**src/inc/sar_adc_map.vh**
```
`ifndef SAR_ADC_MAP_VH
`define SAR_ADC_MAP_VH

// register byte offsets on the wishbone bus
`define ADC_OFS_MAIN 8'h00
`define ADC_OFS_CLKSEL 8'h04
`define ADC_OFS_CHAN 8'h08
`define ADC_OFS_MODE2 8'h0c
`define ADC_OFS_RES_BASE 8'h10
`define ADC_OFS_RESH_BASE 8'h20

// reset values
`define ADC_MAIN_RST 8'h00
`define ADC_CLKSEL_RST 8'h00
`define ADC_CHAN_RST 8'h00
`define ADC_MODE2_RST 8'h00

// main control field positions
`define ADC_CE_BIT 7
`define ADC_MD_HI_BIT 5
`define ADC_MD_LO_BIT 4
`define ADC_ETS_HI_BIT 3
`define ADC_ETS_LO_BIT 2
`define ADC_TMD_BIT 1
`define ADC_EF_BIT 0

// mode-2 field: trigger source in hardware mode (0 external, 1 timer)
`define ADC_M2_TSRC_BIT 0

// clock counts per conversion clock code (62, 93, 124)
`define ADC_CONV_01 8'h3e
`define ADC_CONV_10 8'h5d
`define ADC_CONV_11 8'h7c
// stabilization counts (33, 50, 54)
`define ADC_STAB_01 8'h21
`define ADC_STAB_10 8'h32
`define ADC_STAB_11 8'h36
// trigger acknowledge counts (6, 7, 8)
`define ADC_ACK_01 8'h06
`define ADC_ACK_10 8'h07
`define ADC_ACK_11 8'h08
// clocks spent on each approximation bit, and total bit clocks (10 x 4)
`define ADC_BIT_CLKS 8'h04
`define ADC_BITS_TOTAL 8'h28
// first trial value: top bit set
`define ADC_SAR_TOP 10'h200

`endif

```
**src/rtl/result_mem.v**
```verilog
`timescale 1ns/100ps
module result_mem #(
   parameter DW = 10,
   parameter AW = 2
) (
   input wire clk_i,
   input wire rst_i,
   input wire we_i,
   input wire [AW-1:0] wa_i,
   input wire [DW-1:0] wd_i,
   input wire [AW-1:0] ra_i,
   output reg [DW-1:0] rd_o
);
   localparam N = 1 << AW;
   reg [DW-1:0] mem_q [0:N-1];
   integer i;

   always @(posedge clk_i) begin
      if (rst_i) begin
         for (i = 0; i < N; i = i + 1) begin
            mem_q[i] <= {DW{1'b0}};
         end
         rd_o <= {DW{1'b0}};
      end else begin
         if (we_i) begin
            mem_q[wa_i] <= wd_i;
         end
         rd_o <= mem_q[ra_i];
      end
   end
endmodule

```
**src/rtl/trig_detect.v**
```verilog
`timescale 1ns/100ps
module trig_detect (
   input wire clk_i,
   input wire rst_i,
   input wire pin_i,
   input wire [1:0] edge_sel_i,
   output reg hit_o
);
   reg s1_q;
   reg s2_q;
   reg s3_q;
   wire rise = s2_q & ~s3_q;
   wire fall = ~s2_q & s3_q;

   ////////////////////////////////////////////////////////////////////////
   // two-flop sync, then edge select: 01 falling, 10 rising, 11 both
   always @(posedge clk_i) begin
      if (rst_i) begin
         s1_q <= 1'b0;
         s2_q <= 1'b0;
         s3_q <= 1'b0;
         hit_o <= 1'b0;
      end else begin
         s1_q <= pin_i;
         s2_q <= s1_q;
         s3_q <= s2_q;
         hit_o <= (edge_sel_i[0] & fall) | (edge_sel_i[1] & rise);
      end
   end
endmodule

```
**src/rtl/sar_adc_sequencer.v**
```verilog
// Operation
// - ten-bit approximation, decided msb to lsb
// - top bit set when input at/above half
// - then bit 8 trial, tap from bit 9
// - keep trial bit if input at/above tap
// - lsb done: copy result to result register
// - interrupt after all conversions of the set
// - result word: upper ten bits, low six zero
// - byte view gives upper eight result bits
// - main control 8-bit, reset zero, bit0 read-only
// - mode field picks one of four modes
// - software trigger: enable write starts conversion
// - hardware trigger: enable write enters standby
// - enable bit cleared only by software
// - read-only flag shows conversion in progress
// - software mode: control write restarts sequence
// - hardware mode: control write returns to standby
// - conversion clock count includes sampling period
// - clock code selects 62, 93, 124 clocks
// - code also selects stabilize and acknowledge counts
// - channel register picks channel or scan end
`timescale 1ns/100ps
`include "sar_adc_map.vh"
module sar_adc_sequencer #(
   parameter RES_W = 10,
   parameter CH_W = 2
) (
   input wire clk_i,
   input wire rst_i,
   input wire wb_cyc_i,
   input wire wb_stb_i,
   input wire wb_we_i,
   input wire [7:0] wb_adr_i,
   input wire [3:0] wb_sel_i,
   input wire [31:0] wb_dat_i,
   output reg [31:0] wb_dat_o,
   output reg wb_ack_o,
   input wire cmp_i,
   input wire ext_trigger_in_i,
   input wire timer_trig_i,
   output reg conv_end_irq_o,
   output reg [RES_W-1:0] tap_o,
   output reg sample_o,
   output reg [CH_W-1:0] chan_o
);
   localparam [5:0] S_IDLE = 6'b000001;
   localparam [5:0] S_STAB = 6'b000010;
   localparam [5:0] S_STBY = 6'b000100;
   localparam [5:0] S_ACK = 6'b001000;
   localparam [5:0] S_CONV = 6'b010000;
   localparam [5:0] S_DONE = 6'b100000;
   localparam [7:0] MAIN_RST = `ADC_MAIN_RST;
   localparam [7:0] CLK_RST = `ADC_CLKSEL_RST;
   localparam [7:0] CHAN_RST = `ADC_CHAN_RST;

   ////////////////////////////////////////////////////////////////////////
   // clock count lookup: kind 0 conversion, 1 stabilize, 2 acknowledge
   function [7:0] clk_count;
      input [1:0] kind;
      input [1:0] code;
      begin
         case (kind)
            2'd1: begin
               clk_count = (code == 2'b11) ? `ADC_STAB_11 :
                  (code == 2'b10) ? `ADC_STAB_10 : `ADC_STAB_01;
            end
            2'd2: begin
               clk_count = (code == 2'b11) ? `ADC_ACK_11 :
                  (code == 2'b10) ? `ADC_ACK_10 : `ADC_ACK_01;
            end
            default: begin
               clk_count = (code == 2'b11) ? `ADC_CONV_11 :
                  (code == 2'b10) ? `ADC_CONV_10 : `ADC_CONV_01;
            end
         endcase
      end
   endfunction

   ////////////////////////////////////////////////////////////////////////
   // registers
   reg ce_q;
   reg [1:0] md_q;
   reg [1:0] ets_q;
   reg tmd_q;
   reg [1:0] fr_q;
   reg [7:0] mode2_q;
   reg [CH_W-1:0] chs_q;
   reg [5:0] st_q;
   reg [7:0] cnt_q;
   reg first_q;
   reg trig_pend_q;
   reg [RES_W-1:0] sar_q;
   reg [CH_W-1:0] ch_q;
   reg mem_we_q;
   reg [CH_W-1:0] mem_wa_q;
   reg [RES_W-1:0] mem_wd_q;
   reg pend_q;
   reg cmp_s1_q;
   reg cmp_s2_q;
   reg [31:0] rd_d;

   wire [RES_W-1:0] mem_rd;
   wire ext_hit;

   ////////////////////////////////////////////////////////////////////////
   // derived timing for the selected clock code
   wire [7:0] conv_len = clk_count(2'd0, fr_q);
   wire [7:0] stab_len = clk_count(2'd1, fr_q);
   wire [7:0] ack_len = clk_count(2'd2, fr_q);
   wire [7:0] samp_len = conv_len - `ADC_BITS_TOTAL;
   wire [7:0] step = cnt_q - samp_len;
   wire [3:0] bit_idx = 4'd9 - {1'b0, step[4:2]} - {3'b000, step[5]} * 4'd8;
   wire in_bits = (cnt_q >= samp_len);
   wire decide = in_bits & (step[1:0] == 2'b11);
   wire scan = md_q[0];
   wire one_shot = md_q[1];
   wire active = (st_q == S_STAB) | (st_q == S_ACK) | (st_q == S_CONV);
   wire busy = (st_q == S_ACK) | (st_q == S_CONV) | (st_q == S_DONE);
   wire [CH_W-1:0] first_ch = scan ? {CH_W{1'b0}} : chs_q;
   wire hw_hit = mode2_q[`ADC_M2_TSRC_BIT] ? timer_trig_i : ext_hit;

   ////////////////////////////////////////////////////////////////////////
   // wishbone slave: answer two edges after the request is presented
   wire req = wb_cyc_i & wb_stb_i & ~wb_ack_o;
   wire wr = req & pend_q & wb_we_i & wb_sel_i[0];
   wire wr_main = wr & (wb_adr_i == `ADC_OFS_MAIN);
   wire wr_clk = wr & (wb_adr_i == `ADC_OFS_CLKSEL);
   wire wr_chan = wr & (wb_adr_i == `ADC_OFS_CHAN);
   wire wr_m2 = wr & (wb_adr_i == `ADC_OFS_MODE2);
   wire wr_abort = wr_main | wr_chan | wr_m2;
   wire ce_new = wb_dat_i[`ADC_CE_BIT];

   always @* begin
      rd_d = 32'h0000_0000;
      if (wb_adr_i == `ADC_OFS_MAIN) begin
         rd_d[7:0] = {ce_q, 1'b0, md_q, ets_q, tmd_q, active};
      end else if (wb_adr_i == `ADC_OFS_CLKSEL) begin
         rd_d[1:0] = fr_q;
      end else if (wb_adr_i == `ADC_OFS_CHAN) begin
         rd_d[CH_W-1:0] = chs_q;
      end else if (wb_adr_i == `ADC_OFS_MODE2) begin
         rd_d[7:0] = mode2_q;
      end else if (wb_adr_i[7:4] == `ADC_OFS_RES_BASE >> 4 && wb_adr_i[1:0] == 2'b00) begin
         rd_d[15:0] = {mem_rd, 6'h00};
      end else if (wb_adr_i[7:4] == `ADC_OFS_RESH_BASE >> 4 && wb_adr_i[1:0] == 2'b00) begin
         rd_d[7:0] = mem_rd[RES_W-1:RES_W-8];
      end
   end

   always @(posedge clk_i) begin
      if (rst_i) begin
         pend_q <= 1'b0;
         wb_ack_o <= 1'b0;
         wb_dat_o <= 32'h0000_0000;
      end else begin
         pend_q <= req & ~pend_q;
         wb_ack_o <= req & pend_q;
         if (req & pend_q) begin
            wb_dat_o <= wb_we_i ? 32'h0000_0000 : rd_d;
         end
      end
   end

   ////////////////////////////////////////////////////////////////////////
   // configuration registers
   always @(posedge clk_i) begin
      if (rst_i) begin
         ce_q <= MAIN_RST[`ADC_CE_BIT];
         md_q <= MAIN_RST[`ADC_MD_HI_BIT:`ADC_MD_LO_BIT];
         ets_q <= MAIN_RST[`ADC_ETS_HI_BIT:`ADC_ETS_LO_BIT];
         tmd_q <= MAIN_RST[`ADC_TMD_BIT];
         fr_q <= CLK_RST[1:0];
         mode2_q <= `ADC_MODE2_RST;
         chs_q <= CHAN_RST[CH_W-1:0];
      end else begin
         if (wr_main) begin
            ce_q <= ce_new;
            md_q <= wb_dat_i[`ADC_MD_HI_BIT:`ADC_MD_LO_BIT];
            ets_q <= wb_dat_i[`ADC_ETS_HI_BIT:`ADC_ETS_LO_BIT];
            tmd_q <= wb_dat_i[`ADC_TMD_BIT];
         end
         if (wr_clk) begin
            fr_q <= wb_dat_i[1:0];
         end
         if (wr_m2) begin
            mode2_q <= wb_dat_i[7:0];
         end
         if (wr_chan) begin
            chs_q <= wb_dat_i[CH_W-1:0];
         end
      end
   end

   ////////////////////////////////////////////////////////////////////////
   // comparator synchroniser
   always @(posedge clk_i) begin
      if (rst_i) begin
         cmp_s1_q <= 1'b0;
         cmp_s2_q <= 1'b0;
      end else begin
         cmp_s1_q <= cmp_i;
         cmp_s2_q <= cmp_s1_q;
      end
   end

   ////////////////////////////////////////////////////////////////////////
   // conversion sequencer
   always @(posedge clk_i) begin
      if (rst_i) begin
         st_q <= S_IDLE;
         cnt_q <= 8'h00;
         first_q <= 1'b0;
         trig_pend_q <= 1'b0;
         sar_q <= {RES_W{1'b0}};
         ch_q <= {CH_W{1'b0}};
         mem_we_q <= 1'b0;
         mem_wa_q <= {CH_W{1'b0}};
         mem_wd_q <= {RES_W{1'b0}};
         conv_end_irq_o <= 1'b0;
      end else begin
         conv_end_irq_o <= 1'b0;
         mem_we_q <= 1'b0;
         if (wr_main & ~ce_new) begin
            st_q <= S_IDLE;
            trig_pend_q <= 1'b0;
         end else if (wr_main & ce_new & ~ce_q) begin
            st_q <= S_STAB;
            cnt_q <= 8'h00;
            first_q <= 1'b1;
            trig_pend_q <= 1'b0;
         end else if (wr_abort & busy) begin
            if (tmd_q) begin
               st_q <= S_STBY;
            end else begin
               // one acknowledge clock lets the new settings land first
               st_q <= S_ACK;
               cnt_q <= ack_len - 8'h01;
            end
         end else begin
            case (st_q)
               S_STAB: begin
                  cnt_q <= cnt_q + 8'h01;
                  if (hw_hit) begin
                     trig_pend_q <= 1'b1;
                  end
                  if (cnt_q == stab_len - 8'h01) begin
                     cnt_q <= 8'h00;
                     trig_pend_q <= 1'b0;
                     if (~tmd_q | trig_pend_q | hw_hit) begin
                        st_q <= S_ACK;
                     end else begin
                        st_q <= S_STBY;
                     end
                  end
               end
               S_STBY: begin
                  if (hw_hit) begin
                     cnt_q <= 8'h00;
                     if (first_q) begin
                        st_q <= S_ACK;
                     end else begin
                        st_q <= S_CONV;
                        ch_q <= first_ch;
                     end
                  end
               end
               S_ACK: begin
                  cnt_q <= cnt_q + 8'h01;
                  if (cnt_q >= ack_len - 8'h01) begin
                     first_q <= 1'b0;
                     cnt_q <= 8'h00;
                     st_q <= S_CONV;
                     ch_q <= first_ch;
                  end
               end
               S_CONV: begin
                  cnt_q <= cnt_q + 8'h01;
                  if (cnt_q == samp_len - 8'h01) begin
                     sar_q <= `ADC_SAR_TOP;
                  end
                  if (decide) begin
                     sar_q[bit_idx] <= cmp_s2_q;
                     if (bit_idx != 4'd0) begin
                        sar_q[bit_idx - 4'd1] <= 1'b1;
                     end
                  end
                  if (cnt_q == conv_len - 8'h01) begin
                     mem_we_q <= 1'b1;
                     mem_wa_q <= ch_q;
                     mem_wd_q <= {sar_q[RES_W-1:1], cmp_s2_q};
                     cnt_q <= 8'h00;
                     if (scan & (ch_q != chs_q)) begin
                        ch_q <= ch_q + {{(CH_W-1){1'b0}}, 1'b1};
                     end else begin
                        conv_end_irq_o <= 1'b1;
                        if (tmd_q) begin
                           st_q <= S_STBY;
                        end else if (one_shot) begin
                           st_q <= S_DONE;
                        end else begin
                           ch_q <= first_ch;
                        end
                     end
                  end
               end
               S_DONE: begin
                  st_q <= S_DONE;
               end
               default: begin
                  st_q <= ce_q ? S_STAB : S_IDLE;
               end
            endcase
         end
      end
   end

   ////////////////////////////////////////////////////////////////////////
   // analog-side outputs
   always @(posedge clk_i) begin
      if (rst_i) begin
         tap_o <= {RES_W{1'b0}};
         sample_o <= 1'b0;
         chan_o <= {CH_W{1'b0}};
      end else begin
         tap_o <= sar_q;
         sample_o <= (st_q == S_CONV) & ~in_bits;
         chan_o <= ch_q;
      end
   end

   ////////////////////////////////////////////////////////////////////////
   // submodules
   trig_detect u_trig (
      .clk_i(clk_i),
      .rst_i(rst_i),
      .pin_i(ext_trigger_in_i),
      .edge_sel_i(ets_q),
      .hit_o(ext_hit)
   );

   result_mem #(
      .DW(RES_W),
      .AW(CH_W)
   ) u_mem (
      .clk_i(clk_i),
      .rst_i(rst_i),
      .we_i(mem_we_q),
      .wa_i(mem_wa_q),
      .wd_i(mem_wd_q),
      .ra_i(wb_adr_i[3:2]),
      .rd_o(mem_rd)
   );
endmodule

```
**config.mk**
```make
export PLATFORM = sky130hd
export DESIGN_NAME = sar_adc_sequencer
export DESIGN_NICKNAME = d
export VERILOG_FILES = /design/src/rtl/result_mem.v /design/src/rtl/trig_detect.v /design/src/rtl/sar_adc_sequencer.v
export VERILOG_INCLUDE_DIRS = /design/src /design/src/inc
export SDC_FILE = /design/constraint.sdc
export NUM_CORES = 1
export LEC_CHECK = 0
export BUFFER_PORTS_ARGS = -buffer_cell sky130_fd_sc_hd__buf_2
export CAP_MARGIN = 15
export CORE_MARGIN = 2
export CORE_UTILIZATION = 39
export CTS_BUF_LIST = sky130_fd_sc_hd__clkbuf_8 sky130_fd_sc_hd__clkbuf_16
export DETAILED_ROUTE_END_ITERATION = 12
export PLACE_DENSITY_LB_ADDON = 0.05
export SETUP_SLACK_MARGIN = 0.5
export SLEW_MARGIN = 20
export SYNTH_ARGS = -nofsm -noshare
export SYNTH_HDL_FRONTEND = slang
export SYNTH_SLANG_ARGS = --single-unit
```
**constraint.sdc**
```tcl
create_clock -name clk_i -period 2.6 [get_ports clk_i]
set_input_delay 0.39 -clock clk_i [delete_from_list [all_inputs] [get_ports clk_i]]
set_output_delay 0.39 -clock clk_i [all_outputs]
set_load 0.1 [all_outputs]
```
==> run summary <==
DP Cell Count - 1118
worst rel slew slack - 52.20%
Hold EP - u_trig.s1_q$_SDFF_PP0_
nets - 962
#FFs+latches synth - 147
largest cells by area after synthesis - dfxtp_1 28%, edfxtp_1 16%, and2_1 4.7%, mux2i_1 3.8%, nor2_1 3.1%
Avg Synthesized Cell Area - 9.576 µm²
layout cells sized above 1 - 26.83%
footprint of the multi-input gates - 4305 µm²
total power - 5.125 mW
final setup fails - 10
top cell type by total area after synthesis - dfxtp_1
cell area after layout - 9573 µm²
gp weighted congestion - 0.8359
crit-path max FO - 2
crit start category - flop
Placed Area - 8504 µm²
CP Class - flop to flop
CP Data Arrival Time - 3.01 ns
DRC viols - 0
reg2reg setup slack - -0.1 ns
number of DRC markers in iteration 0 - 419
Die Area - 20750 µm²
core footprint - 19330 µm²
Worst Clk Skew - 0.009783 ns
PortBufs - 55
area grow syn2layout - 25.12%
Critical Path End Type - flop
Synth top cells by count - 107 x dfxtp_1, 64 x nor2_1, 57 x and2_1
dpl hpwl - 15.20 mm
clock-pin slew on the worst setup and hold paths - 0.07 ns
non-filler cells, final - 1178
RSZ-0062 raised after global routing - yes
final wirelength - 21.65 mm
Worst-Skew Late Latency - 0.43 ns
Synth cell types - 87
Leakage - 3.735 nW
Root Buffer - clkbuf_16
hold path startpoint - ext_trigger_in_i
Starting Density - 39.57%
Max Cap Viol - 0
Worst-Margin Slew - 0.7132 ns
RR Startpoint - fr_q[0]$_SDFFE_PP0P_
antenna viol nets, final - 0
minimum clock period - 2.698 ns
Inserted Diodes - 0
hold-fix buffers at CTS - 0
Worst Hold Class - primary input to flop
Synth Flop Type - dfxtp_1
synth warn - 0
Yosys top cell area share - 28.00%
Worst VDD drop - 0.0004856 V
Die Span Y - 144.1 µm
R2R cell count - 11
fin. max-slew vios - 0
Die Wd - 144.1 µm
num rows - 51
critical path required time - 2.91 ns
GRT Overall Usage - 21.59%
Mapped Area - 7651 µm²
pin count of the biggest net entering global routing - 91
clk buf depth - 2
wire per inst - 18.38 µm
sequential fraction of the synthesis area - 43.70%
Sequential Area - 3351 µm²
final worst setup slack - -0.09781 ns
io pins - 99
final worst-path cycle share - 103.8%
drt pass-1 iters - 5
initial antenna violation count - 0
WHS Path Cells - 2
Clock Sinks - 147
vias - 6466
EDFF count, synth - 40
cells after synthesis - 799
R2R Path End - sar_q[3]$_SDFFE_PP0P_
final hold vios - 0
failing checks - negative setup slack
fmax - 370.7 MHz
Synth async-reset ratio - 0%
CTS H-Tree Depth - 4
first-pass GRT wire length - 34.58 mm
Filler Cell Count - 1845
CTS buffer count - 17
vias per inst - 5.489
P per Cell Area - 535.3 nW/µm²
CTS tree - yes
vias in the first global route - 6265
total gr overflow - 0
outcome - finished with violations
top-count cell post-synth - dfxtp_1
==> worst max-delay path by stage <==
stage                         startpoint                    end  depth (start not counted)
CTS                 fr_q[0]$_SDFFE_PP0P_  sar_q[3]$_SDFFE_PP0P_                         11
detailed placement  fr_q[0]$_SDFFE_PP0P_  sar_q[3]$_SDFFE_PP0P_                         11
finish              fr_q[0]$_SDFFE_PP0P_  sar_q[3]$_SDFFE_PP0P_                         11
floorplan           fr_q[1]$_SDFFE_PP0P_  sar_q[3]$_SDFFE_PP0P_                         12
global route        fr_q[0]$_SDFFE_PP0P_  sar_q[3]$_SDFFE_PP0P_                         11
global placement    fr_q[0]$_SDFFE_PP0P_  sar_q[3]$_SDFFE_PP0P_                         11
==> state kept, by name, summed over array words and instances (netlist names), 2 cells and up <==
name and cells:
chs_q 2, st_q 6, u_mem.mem_q 40, chan_o 2, cnt_q 8, ets_q 2, ch_q 2, fr_q 2
u_mem.rd_o 10, wb_dat_o 16, sar_q 10, md_q 2, mode2_q 8, tap_o 10, mem_wd_q 10, mem_wa_q 2
==> critical path, cell delays in order (launching register included) <==
cell,delay (ns)
dfxtp_2,0.32
nand2b_4,0.13
inv_2,0.06
ha_4,0.13
inv_2,0.04
fa_2,0.36
or4b_4,0.50
a21boi_1,0.14
a311o_1,0.31
mux2_4,0.30
a2bb2oi_1,0.13
a21o_1,0.15
==> metrics by stage <==
stage / setup slack [ns] / TNS (ns) / utilization, % / hold WS [ns]
after floorplan: -0.06328 / -0.06328 / - / 0.4120
after detailed placement: -0.07844 / -0.07844 / 43.99 / 0.4324
after global placement: -0.04080 / -0.04080 / 43.96 / 0.4183
after global routing: -0.1667 / -2.041 / 49.51 / 0.1870
final: -0.09781 / -0.2112 / 49.51 / 0.1812
after CTS: -0.1048 / -0.2249 / 48.72 / 0.1679
==> logic make-up after synthesis <==
group	synth area share (%)
AND/OR/NAND/NOR	24.55
AO/OA/AOI/OAI	16.60
flip-flops	43.70
buffers and inverters	4.971
multiplexers	7.555
adder cells (fa/ha/maj)	1.733
XOR/XNOR	0.8013
other	0.09816
==> repair_timing <==
item	CTS	global route
endpoints found under the setup margin	37	43
cloned	3	0
gates resized for setup	38	20
buffers inserted	18	7
pin swaps	18	25
==> final cells by class <==
cell class              count  share of cell area, %
clock buffers              17                  4.444
clock inverters            15                  1.464
inverters                  13                 0.5228
multi-input cells         590                  44.97
flip-flops and latches    147                  35.00
well taps                 265                  3.464
repair buffers            131                  10.13
==> layer usage <==
metal	routed length, µm	track usage (%)
met1	10340	29.71
met2	10340	35.81
met3	712	3.046
met4	250	5.573
met5	0	0
==> power breakdown <==
part	switching, mW	internal, mW
logic	0.245	0.0876
registers	0.0286	2.39
clock network	1.10	1.27
==> cell usage in the layout (no fill, tap or decap), types with 7 or more instances in the layout <==
cell / n
dfxtp_1: 103
nor2_1: 62
buf_4: 57
and2_1: 56
buf_2: 56
edfxtp_1: 40
nand2_1: 35
nor2b_1: 32
nand3_1: 30
mux2i_1: 29
a21oi_1: 26
o21ai_0: 23
conb_1: 18
nor3_1: 17
clkbuf_16: 17
a22oi_1: 15
nand2b_1: 13
o211ai_1: 13
nand4_1: 12
a21o_1: 12
buf_6: 11
inv_1: 10
and3_1: 10
mux4_2: 10
a32oi_1: 8
a31oi_1: 7
ha_1: 7
Power figures use the tool's default switching activity.
